### src/hw/overtemp_regs.vh
`ifndef OVERTEMP_REGS_VH
`define OVERTEMP_REGS_VH

// register indices, byte address is four times the index
`define IDX_FAULT_STATUS   8'h10
`define IDX_FET_CONTROL    8'h40
`define IDX_TEMP_THRESHOLD 8'h83
`define IDX_ALERT_MASK     8'h84
`define IDX_SCAN_CONTROL   8'h85
`define IDX_SAMPLE_CODES   8'h86

// field positions
`define FS_OVERTEMP_BIT    4
`define FC_CHG_EN_BIT      0
`define FC_DIS_EN_BIT      1
`define FC_CLEAR_ALL_BIT   6
`define TH_CHG_LO          3
`define TH_CHG_HI          5
`define TH_DIS_LO          11
`define TH_DIS_HI          13
`define SC_START_BIT       0
`define SC_BUSY_BIT        0
`define SC_FLAG_LO         8
`define SC_FLAG_HI         9

// reset values
`define FET_CONTROL_RST    16'h0000
`define TEMP_THRESHOLD_RST 16'h0000
`define ALERT_MASK_RST     16'h0003

// widths
`define CODE_W             8
`define LIMIT_PAD          5'h00
`define NUM_CH             2
`define CH_W               1
`define CH_LAST            1'h1
`define CH_FIRST           1'h0

`endif

### src/hw/ot_compare.v
`timescale 1ns/1ps
`include "overtemp_regs.vh"

module ot_compare (
  input  wire                 i_clk_sys,
  input  wire                 i_reset,
  input  wire                 i_sample_valid,
  input  wire [`CODE_W-1:0]   i_code,
  input  wire [`CODE_W-1:0]   i_limit,
  output reg                  o_done_ff,
  output reg                  o_fault_ff
);

  // ntc: lower voltage means hotter, so below limit is a fault
  always @(posedge i_clk_sys)
  begin
    if (i_reset)
    begin
      o_done_ff  <= 1'b0;
      o_fault_ff <= 1'b0;
    end
    else
    begin
      o_done_ff  <= i_sample_valid;
      o_fault_ff <= i_sample_valid & (i_code < i_limit);
    end
  end

endmodule // ot_compare

### src/hw/external_overtemp_detect.v
// Overview of operation
// - During scan-all, sample every external temperature input and compare to its threshold.
// - A reading below the programmed limit is an over-temperature fault (NTC).
// - On a fault set the fault flag and, if allowed, raise the alert output.
// - Two external inputs, each compared against its own independent threshold.
// - Charge and discharge limit fields in the threshold register are the references.
//
// Local design decision: the Avalon-MM interface to the registers.
`timescale 1ns/1ps
`include "overtemp_regs.vh"

module external_overtemp_detect (
  input  wire                 i_clk_sys,
  input  wire                 i_reset,
  input  wire [11:0]          i_avs_address,
  input  wire                 i_avs_read,
  input  wire                 i_avs_write,
  input  wire [31:0]          i_avs_writedata,
  input  wire [3:0]           i_avs_byteenable,
  output reg  [31:0]          o_avs_readdata,
  output reg                  o_avs_waitrequest,
  output reg                  o_adc_req,
  output reg  [`CH_W-1:0]     o_adc_channel,
  input  wire                 i_adc_done,
  input  wire [`CODE_W-1:0]   i_adc_code,
  output reg                  o_alert,
  output reg                  o_charge_switch_enable,
  output reg                  o_discharge_switch_enable
);

  ////////////////////////////////////////////////////////////////////////////
  // scan states

  localparam [3:0] ST_IDLE = 4'h1;
  localparam [3:0] ST_REQ  = 4'h2;
  localparam [3:0] ST_WAIT = 4'h4;
  localparam [3:0] ST_EVAL = 4'h8;

  reg  [3:0]              state_ff;
  reg  [3:0]              nxt_state;
  reg  [`CH_W-1:0]        chan_ff;
  reg  [`CH_W-1:0]        nxt_chan;
  reg  [15:0]             fet_control_ff;
  reg  [15:0]             temp_threshold_ff;
  reg  [15:0]             alert_mask_ff;
  reg  [`NUM_CH-1:0]      chan_flag_ff;
  reg  [`NUM_CH-1:0]      nxt_chan_flag;
  reg  [`CODE_W-1:0]      code_ff [0:`NUM_CH-1];
  reg  [`NUM_CH-1:0]      sample_valid_ff;
  wire [`NUM_CH-1:0]      cmp_done;
  wire [`NUM_CH-1:0]      cmp_fault;
  wire [`CODE_W-1:0]      limit [0:`NUM_CH-1];
  wire                    bus_req;
  wire                    bus_acc;
  wire                    wr_acc;
  wire [15:0]             wr_data16;
  wire                    start_scan;
  wire                    clear_all;
  reg  [15:0]             rd_mux;

  ////////////////////////////////////////////////////////////////////////////
  // register decode helpers

  function hit;
    input [11:0] addr;
    input [7:0]  idx;
    begin
      hit = (addr[1:0] == 2'h0) & (addr[11:2] == {2'h0, idx});
    end
  endfunction

  function [15:0] merge16;
    input [15:0] old_val;
    input [15:0] new_val;
    input [1:0]  be;
    begin
      merge16 = {be[1] ? new_val[15:8] : old_val[15:8],
                 be[0] ? new_val[7:0]  : old_val[7:0]};
    end
  endfunction

  ////////////////////////////////////////////////////////////////////////////
  // avalon slave: waitrequest drops one cycle after a request is seen

  assign bus_req    = i_avs_read | i_avs_write;
  assign bus_acc    = bus_req & ~o_avs_waitrequest;
  assign wr_acc     = i_avs_write & ~o_avs_waitrequest;
  assign wr_data16  = i_avs_writedata[15:0];
  assign start_scan = wr_acc & hit(i_avs_address, `IDX_SCAN_CONTROL) & i_avs_byteenable[0]
                      & i_avs_writedata[`SC_START_BIT];
  assign clear_all  = wr_acc & hit(i_avs_address, `IDX_FET_CONTROL) & i_avs_byteenable[0]
                      & i_avs_writedata[`FC_CLEAR_ALL_BIT];

  always @*
  begin
    rd_mux = 16'h0000;
    if (hit(i_avs_address, `IDX_FAULT_STATUS))
      rd_mux[`FS_OVERTEMP_BIT] = |chan_flag_ff;
    else if (hit(i_avs_address, `IDX_FET_CONTROL))
      rd_mux = fet_control_ff;
    else if (hit(i_avs_address, `IDX_TEMP_THRESHOLD))
      rd_mux = temp_threshold_ff;
    else if (hit(i_avs_address, `IDX_ALERT_MASK))
      rd_mux = alert_mask_ff;
    else if (hit(i_avs_address, `IDX_SCAN_CONTROL))
    begin
      rd_mux[`SC_BUSY_BIT] = (state_ff != ST_IDLE);
      rd_mux[`SC_FLAG_HI:`SC_FLAG_LO] = chan_flag_ff;
    end
    else if (hit(i_avs_address, `IDX_SAMPLE_CODES))
      rd_mux = {code_ff[1], code_ff[0]};
  end

  always @(posedge i_clk_sys)
  begin
    if (i_reset)
    begin
      o_avs_waitrequest <= 1'b1;
      o_avs_readdata    <= 32'h0000_0000;
    end
    else
    begin
      o_avs_waitrequest <= ~(bus_req & o_avs_waitrequest);
      if (bus_req & o_avs_waitrequest)
        o_avs_readdata <= {16'h0000, rd_mux};
    end
  end

  always @(posedge i_clk_sys)
  begin
    if (i_reset)
    begin
      fet_control_ff    <= `FET_CONTROL_RST;
      temp_threshold_ff <= `TEMP_THRESHOLD_RST;
      alert_mask_ff     <= `ALERT_MASK_RST;
    end
    else if (wr_acc)
    begin
      if (hit(i_avs_address, `IDX_FET_CONTROL))
      begin
        fet_control_ff <= merge16(fet_control_ff, wr_data16, i_avs_byteenable[1:0]);
        fet_control_ff[`FC_CLEAR_ALL_BIT] <= 1'b0;
      end
      if (hit(i_avs_address, `IDX_TEMP_THRESHOLD))
        temp_threshold_ff <= merge16(temp_threshold_ff, wr_data16, i_avs_byteenable[1:0]);
      if (hit(i_avs_address, `IDX_ALERT_MASK))
        alert_mask_ff <= merge16(alert_mask_ff, wr_data16, i_avs_byteenable[1:0]);
    end
  end

  ////////////////////////////////////////////////////////////////////////////
  // scan-all sequencer: one adc request per input, in order

  always @*
  begin
    nxt_state = state_ff;
    nxt_chan  = chan_ff;
    case (state_ff)
      ST_IDLE:
      begin
        if (start_scan)
        begin
          nxt_state = ST_REQ;
          nxt_chan  = `CH_FIRST;
        end
      end
      ST_REQ:
        nxt_state = ST_WAIT;
      ST_WAIT:
      begin
        if (i_adc_done)
          nxt_state = ST_EVAL;
      end
      ST_EVAL:
      begin
        if (chan_ff == `CH_LAST)
          nxt_state = ST_IDLE;
        else
        begin
          nxt_state = ST_REQ;
          nxt_chan  = chan_ff + 1'b1;
        end
      end
      default:
        nxt_state = ST_IDLE;
    endcase
  end

  always @(posedge i_clk_sys)
  begin
    if (i_reset)
    begin
      state_ff      <= ST_IDLE;
      chan_ff       <= `CH_FIRST;
      o_adc_req     <= 1'b0;
      o_adc_channel <= `CH_FIRST;
    end
    else
    begin
      state_ff      <= nxt_state;
      chan_ff       <= nxt_chan;
      o_adc_req     <= (nxt_state == ST_REQ);
      o_adc_channel <= nxt_chan;
    end
  end

  ////////////////////////////////////////////////////////////////////////////
  // per-input sample capture and compare

  assign limit[0] = {temp_threshold_ff[`TH_CHG_HI:`TH_CHG_LO], `LIMIT_PAD};
  assign limit[1] = {temp_threshold_ff[`TH_DIS_HI:`TH_DIS_LO], `LIMIT_PAD};

  genvar g;
  generate
    for (g = 0; g < `NUM_CH; g = g + 1)
    begin : g_ch
      always @(posedge i_clk_sys)
      begin
        if (i_reset)
        begin
          code_ff[g]         <= {`CODE_W{1'b0}};
          sample_valid_ff[g] <= 1'b0;
        end
        else
        begin
          sample_valid_ff[g] <= (state_ff == ST_WAIT) & i_adc_done & (chan_ff == g);
          if ((state_ff == ST_WAIT) & i_adc_done & (chan_ff == g))
            code_ff[g] <= i_adc_code;
        end
      end

      ot_compare u_cmp (
        .i_clk_sys      (i_clk_sys),
        .i_reset        (i_reset),
        .i_sample_valid (sample_valid_ff[g]),
        .i_code         (code_ff[g]),
        .i_limit        (limit[g]),
        .o_done_ff      (cmp_done[g]),
        .o_fault_ff     (cmp_fault[g])
      );
    end
  endgenerate

  ////////////////////////////////////////////////////////////////////////////
  // sticky flags, alert and switch outputs

  always @*
  begin
    nxt_chan_flag = chan_flag_ff;
    if (clear_all)
      nxt_chan_flag = {`NUM_CH{1'b0}};
    nxt_chan_flag = nxt_chan_flag | (cmp_fault & cmp_done);
  end

  always @(posedge i_clk_sys)
  begin
    if (i_reset)
    begin
      chan_flag_ff              <= {`NUM_CH{1'b0}};
      o_alert                   <= 1'b0;
      o_charge_switch_enable    <= 1'b0;
      o_discharge_switch_enable <= 1'b0;
    end
    else
    begin
      chan_flag_ff              <= nxt_chan_flag;
      o_alert                   <= |(nxt_chan_flag & ~alert_mask_ff[`NUM_CH-1:0]);
      o_charge_switch_enable    <= fet_control_ff[`FC_CHG_EN_BIT];
      o_discharge_switch_enable <= fet_control_ff[`FC_DIS_EN_BIT];
    end
  end

endmodule // external_overtemp_detect

### config.mk
export PLATFORM = sky130hd
export DESIGN_NAME = external_overtemp_detect
export DESIGN_NICKNAME = d
export VERILOG_FILES = /design/src/hw/ot_compare.v /design/src/hw/external_overtemp_detect.v
export VERILOG_INCLUDE_DIRS = /design/src /design/src/hw
export SDC_FILE = /design/constraint.sdc
export NUM_CORES = 1
export LEC_CHECK = 0
export BUFFER_PORTS_ARGS = -buffer_cell sky130_fd_sc_hd__buf_2
export CAP_MARGIN = 20
export CORE_MARGIN = 8
export CORE_UTILIZATION = 28
export DETAILED_ROUTE_END_ITERATION = 8
export GPL_TIMING_DRIVEN = 1
export PLACE_DENSITY = 0.48
export SETUP_SLACK_MARGIN = 0.02
export SLEW_MARGIN = 20
export SYNTH_ARGS = -nofsm -noshare
export SYNTH_HDL_FRONTEND = slang
export SYNTH_HIERARCHICAL = 1
export SYNTH_SLANG_ARGS = --single-unit
### constraint.sdc
create_clock -name i_clk_sys -period 5.7 [get_ports i_clk_sys]
set_input_delay 0.57 -clock i_clk_sys [delete_from_list [all_inputs] [get_ports i_clk_sys]]
set_output_delay 0.57 -clock i_clk_sys [all_outputs]
set_load 0.02 [all_outputs]
==> metrics.txt, run 1 <==
outcome complete, no violations; Clock transition at path regs 0.07 ns; root buffer cell clkbuf_16; first-pass GRT wire length 19400 microns; DRC viols 0; CP startpoint kind input pin; vias in the first global route 3528; CP delay by family, top simple AND/OR/NAND/NOR gates; Hold WC Path Type flip-flop to flip-flop; CTS tree built; Area contributors post-synth dfxtp_1 (35%), edfxtp_1 (10%), mux2i_1 (8.9%); Post-synth EDFFs 16; Routed Antenna Nets 0; GRT Resource Usage Total 12.1%; cells resized by post-CTS repair 0; Synth Flop Type dfxtp_1; final setup TNS 0 ns; gpl congestion 0.810; P_leak 2.37 nW; Critical Path AT 3.05 ns; diodes inserted 0; Die Wd 144 microns; CP max FO 23; Post-synth top cells dfxtp_1 (81), nor2_1 (54), mux2i_1 (41); drt first pass iters 4; Placed Instances 755; Yosys top cell area share 35.1%; Final period util 50.1%; CTS sink count 97; H-Tree Depth 3; synth warn 6; DIE AREA 0.0209 sq mm; sequential fraction of the synthesis area 45.5%; Slew headroom 36.3%; max-cap violations 0; worst slew pin tran 0.955 ns; core area 0.0163 sq mm; TritonCTS Buffers 9; Die Span Y 144 microns; Finished Layout Cells 772; crit path kind input pin to flip-flop; Area Growth Syn to Fin 17.4%; syn avg cell area 9.59 sq um; NumNets Final 622; cell taking the most area after synthesis dfxtp_1; crit-path cells buf_2, nor2b_1, and2_1, nand3_2, mux2i_1, nor2_1; I/O Buffers 64; postcts setup bufs 0; vias per std cell 4.60; antenna violations before repair 0; DR iter-0 viols 169; Crit-path slowest cell and2_1; Routed Wire Length 12300 microns; I/O pin count 99; Max Fclk 0.351 GHz; Seq cells post-synth 97; number of cell rows 47; Post-CTS Hold Buffers 0; RSZ-0062 raised after global routing false; cells after synthesis 482; Routed WL per cell 16.0 microns; Clock Tree Buf Depth 2; WP buf/inv 1; Crit path largest cell delay 0.81 ns; Post-Route Skew 0.0104 ns; VDD IR max 0.000141 V; share of cells above drive strength 1 19.7%; Cell Area, Synth 0.00462 sq mm; Detailed Place HPWL 9220 microns; Yosys cell types 51; Final Setup Violations 0; GR Overflow Total 0; Worst setup EP type flip-flop; Clock Latency Late Sink 0.35 ns; Fin. Hold Viols 0; power per cell area 262 mW/mm^2; initial cell density of the core 28.3%; fin crit period 2.85 ns; post-synthesis async set-or-reset flop share 0%; pin count of the biggest net entering global routing 67; count leader, synth dfxtp_1; worst endpoint required time 5.89 ns; fin. max-slew vios 0; Via Count 3549
[cells by family (layout without fill, tap and decap cells)]
| family | Yosys count | in the layout | synth area share [%] |
|---|---|---|---|
| other | 1 | 26 | 0.0812 |
| buffers and inverters | 60 | 105 | 6.50 |
| AO/OA/AOI/OAI | 91 | 91 | 13.3 |
| flip-flops | 97 | 97 | 45.5 |
| XOR/XNOR | 1 | 1 | 0.190 |
| adder cells (fa/ha/maj) | 14 | 14 | 3.79 |
| AND/OR/NAND/NOR | 163 | 163 | 18.4 |
| multiplexers | 55 | 55 | 12.3 |
[sequential cells by signal, summed over array words and instances, names as in the netlist]
name	flops
o_discharge_switch_enable	1
temp_threshold_ff	16
g_ch.u_cmp/o_done_ff	2
chan_ff	1
o_adc_req	1
sample_valid_ff	2
o_avs_readdata	16
state_ff	4
g_ch.u_cmp/o_fault_ff	2
chan_flag_ff	2
o_alert	1
code_ff	16
o_avs_waitrequest	1
fet_control_ff	15
alert_mask_ff	16
o_charge_switch_enable	1
[through the flow]
step           hold WS [ns]  util [%]  power (W)  setup WS [ns]  area, sq um
2_1_floorplan         0.425         -   0.000786           3.46         4710
3_3_place_gp          0.436      31.2   0.000815           2.57         5100
3_5_place_dp          0.443      31.2   0.000817           2.50         5100
4_1_cts               0.457      33.1    0.00143           2.86         5410
5_1_grt               0.466      33.2    0.00148           2.66         5420
6_report              0.454      33.2    0.00142           2.85         5420
[cell usage in the layout (no fill, tap or decap), types with 4 or more instances in the layout]
cell / n
mux2_2: 14
o21ai_0: 5
nor2b_1: 12
a21oi_1: 18
o211ai_1: 6
conb_1: 26
nor4_1: 4
nand4_1: 4
edfxtp_1: 16
a22oi_1: 13
inv_1: 23
nand2_1: 34
nor3_1: 6
dfxtp_1: 81
ha_1: 14
a21o_1: 11
and3_1: 11
and2_1: 10
buf_2: 64
clkbuf_16: 10
nand3_1: 8
o21ai_1: 16
nor2_1: 53
mux2i_1: 41
a211oi_2: 4
[final timing paths]
check,startpoint,endpoint,cells past startpoint,slack (ns)
worst min register to register,fet_control_ff[12]$_SDFFE_PP0P_,o_avs_readdata[12]$_SDFFE_PP0P_,1,0.45
worst max-delay path,i_avs_address[3],temp_threshold_ff[12]$_SDFFE_PP0P_,6,2.85
worst min-delay path,fet_control_ff[12]$_SDFFE_PP0P_,o_avs_readdata[12]$_SDFFE_PP0P_,1,0.45
worst max register to register,o_avs_waitrequest$_SDFF_PP1_,temp_threshold_ff[0]$_SDFFE_PP0P_,5,3.58
[power by group]
group / total (W) / switching, W / internal (W)
sequential: 0.000706 / 0.00000540 / 0.000701
clock: 0.000619 / 0.000277 / 0.000342
combinational: 0.0000957 / 0.0000638 / 0.0000319
total: 0.00142 / 0.000346 / 0.00107
[metal layers]
metal	up-vias	global-route usage (%)	wire length [microns]
met4	0	4.76	206
met2	86	19.6	5710
met1	1664	15.6	5860
met3	15	2.31	542
li1	1784	-	-
met5	-	0	0
[cell type report]
cell class / instances / area (sq um)
fillers: 1724 / 10900
repair buffers: 66 / 335
multi-input cells: 350 / 2310
well taps: 220 / 275
inverters: 23 / 86.3
flip-flops and latches: 97 / 2100
clock inverters: 5 / 45.0
clock buffers: 11 / 264
(Power assumes the default switching activity.)
==> run 2: changes to the inputs <==
--- a/config.mk
+++ b/config.mk
@@ -6,13 +6,14 @@
 export SDC_FILE = /design/constraint.sdc
 export NUM_CORES = 1
 export LEC_CHECK = 0
+export ABC_AREA = 1
 export BUFFER_PORTS_ARGS = -buffer_cell sky130_fd_sc_hd__buf_2
 export CAP_MARGIN = 20
 export CORE_MARGIN = 8
 export CORE_UTILIZATION = 28
 export DETAILED_ROUTE_END_ITERATION = 8
 export GPL_TIMING_DRIVEN = 1
-export PLACE_DENSITY = 0.48
+export PLACE_DENSITY = 0.49
 export SETUP_SLACK_MARGIN = 0.02
 export SLEW_MARGIN = 20
 export SYNTH_ARGS = -nofsm -noshare
==> constraint.sdc (replaced) <==
create_clock -name i_clk_sys -period 2.62 [get_ports i_clk_sys]
set_input_delay 0.262 -clock i_clk_sys [delete_from_list [all_inputs] [get_ports i_clk_sys]]
set_output_delay 0.262 -clock i_clk_sys [all_outputs]
set_load 0.02 [all_outputs]
==> metrics.txt, run 2 <==
NumNets Final 796; CP Launch Point state_ff[0]$_SDFF_PP1_; fin. max-slew vios 0; diodes inserted 0; Post-synth EDFFs 16; Post-CTS Hold Buffers 0; power per cell area 547 mW/mm^2; VDD IR max 0.000304 V; DIE AREA 0.0220 sq mm; Detailed Place HPWL 9970 microns; CP startpoint kind flip-flop; clock power share 44.5%; commonest non-fill, non-tap cell in the layout nand2_1; Routed Wire Length 13000 microns; GR Overflow Total 0; share of cells above drive strength 1 18.2%; first-pass GRT wire length 20800 microns; CTS tree built; Synth Flop Type dfxtp_1; GRT Resource Usage Total 12.1%; Seq pwr share 48.7%; core area 0.0172 sq mm; post-synthesis async set-or-reset flop share 0%; Fin. Hold Viols 0; root buffer cell clkbuf_16; Cell Area, Synth 0.00490 sq mm; P_leak 2.56 nW; Placed Instances 935; HP Start i_avs_writedata[7]; Synth Area in Adders 3.57%; max-cap violations 0; Die Span Y 148 microns; Simple-Gate Fraction of Synth Area 23.6%; Hold WC Path Type input pin to flip-flop; worst slew pin tran 0.533 ns; number of cell rows 48; most frequent cells in the layout nand2_1 (112), inv_1 (104), nor2_1 (103); final setup TNS 0 ns; Yosys cell types 35; Synth Area in Compound Gates 16.4%; Critical Path AT 1.77 ns; Seq cells post-synth 97; XOR/XNOR Fraction of Synth Area 0%; CP max FO 8; sequential fraction of the synthesis area 42.9%; Reg-to-Reg Start state_ff[0]$_SDFF_PP1_; I/O Buffers 64; Net Sw Frac 23.6%; Routed Antenna Nets 0; vias in the first global route 3931; Worst setup EP type flip-flop; syn avg cell area 7.57 sq um; antenna violations before repair 0; final hold slack 0.181 ns; cells resized by post-CTS repair 0; Routed WL per cell 13.7 microns; TritonCTS Buffers 9; pin count of the biggest net entering global routing 30; Post-Route Skew 0.00574 ns; Final period util 59.9%; Final Setup Violations 0; synth warn 6; post-synthesis mux area share 0%; vias per std cell 4.27; Clock transition at path regs 0.07 ns; worst endpoint required time 2.82 ns; cell taking the most area after synthesis dfxtp_1; Area contributors post-synth dfxtp_1 (33%), edfxtp_1 (9.8%), nand2_1 (8.6%); Die Wd 148 microns; Area Growth Syn to Fin 17.1%; Yosys top cell area share 33.1%; postcts setup bufs 0; Total Power 0.00314 W; Max Fclk 0.637 GHz; DRC viols 0; count leader, synth nand2_1; RSZ-0062 raised after global routing false; fillcell total 1869; Placed Instance Area 0.00542 sq mm; gpl congestion 0.753; I/O pin count 99; cells after synthesis 648; Slew headroom 64.4%; crit path kind flip-flop to flip-flop; Via Count 4060; logic gate share of total power 6.8%; Finished Layout Cells 951; internal power 0.00240 W; main combinational cell family by area after synthesis simple AND/OR/NAND/NOR gates; fin crit period 1.57 ns; post-route cell area 0.00574 sq mm; H-Tree Depth 3; DR iter-0 viols 167; drt first pass iters 4; Net Switching 0.000740 W; CTS sink count 97; initial cell density of the core 28.5%; Post-synth top cells nand2_1 (112), inv_1 (104), nor2_1 (103); Clock Tree Buf Depth 2; Clock Latency Late Sink 0.35 ns; outcome complete, no violations
## run 2: changes by cell type after synthesis, moves of 14 or more
cell	before	now
a21oi_1	18	38
inv_1	23	104
a211oi_2	4	19
nand3_1	8	24
nor2_1	54	103
mux2_2	14	0
nand2_1	34	112
o21ai_0	5	30
mux2i_1	41	0
## run 2: kinds of logic (layout without fill, tap and decap cells)
| family | Yosys count | after routing |
|---|---|---|
| simple gates | 269 | 269 |
| buf+inv | 145 | 198 |
| compound gates | 122 | 122 |
| flops | 97 | 97 |
| fa+ha+maj | 14 | 14 |
| other cells | 1 | 26 |
## run 2: cell type report
cell class	count	area [sq um]	share of cell area (%)
inverter	109	414	7.21
timing repair buffer	73	388	6.75
multi-input combinational	431	2240	39.0
clock buffer	14	307	5.34
clock inverter	2	13.8	0.240
sequential	97	2100	36.6
tap	225	282	4.90
## run 2: stage by stage
step	worst slack, ns	utilization, %
floorplan	0.884	-
global placement	0.653	31.5
detailed placement	0.674	31.5
CTS	0.959	33.3
global route	0.860	33.3
finish	1.05	33.3
## run 2: power groups by stage
stage	sequential (W)	clock, W	combinational [W]
after CTS	0.00153	0.00143	0.000216
after global routing	0.00153	0.00149	0.000241
after floorplan	0.00156	0	0.000141
after global placement	0.00156	0	0.000216
final	0.00153	0.00140	0.000213
after detailed placement	0.00156	0	0.000215
## run 2: critical path, stage by stage, from the launching register on
cell and delay (ns):
dfxtp_1 0.31, inv_1 0.07, nand2_1 0.08, nor3_1 0.19
nand2_1 0.15, nor3_1 0.28, inv_1 0.19, nor2_1 0.16
## run 2: routing by layer
layer  global-route usage (%)  wire length (microns)
met2                     19.4                   5920
met1                     15.6                   6350
met5                        0                      0
met4                     4.59                     46
met3                     2.70                    734
## run 2: path summary, 6_finish.rpt
kind	endpoint	slack, ns	cells past startpoint
max	code_ff[1][4]$_SDFFCE_PN0P_	1.05	7
min	fet_control_ff[7]$_SDFFE_PP0P_	0.18	3
max reg2reg	code_ff[1][4]$_SDFFCE_PN0P_	1.05	7
min reg2reg	g_ch[1].u_cmp/o_done_ff$_SDFF_PP0_	0.43	2
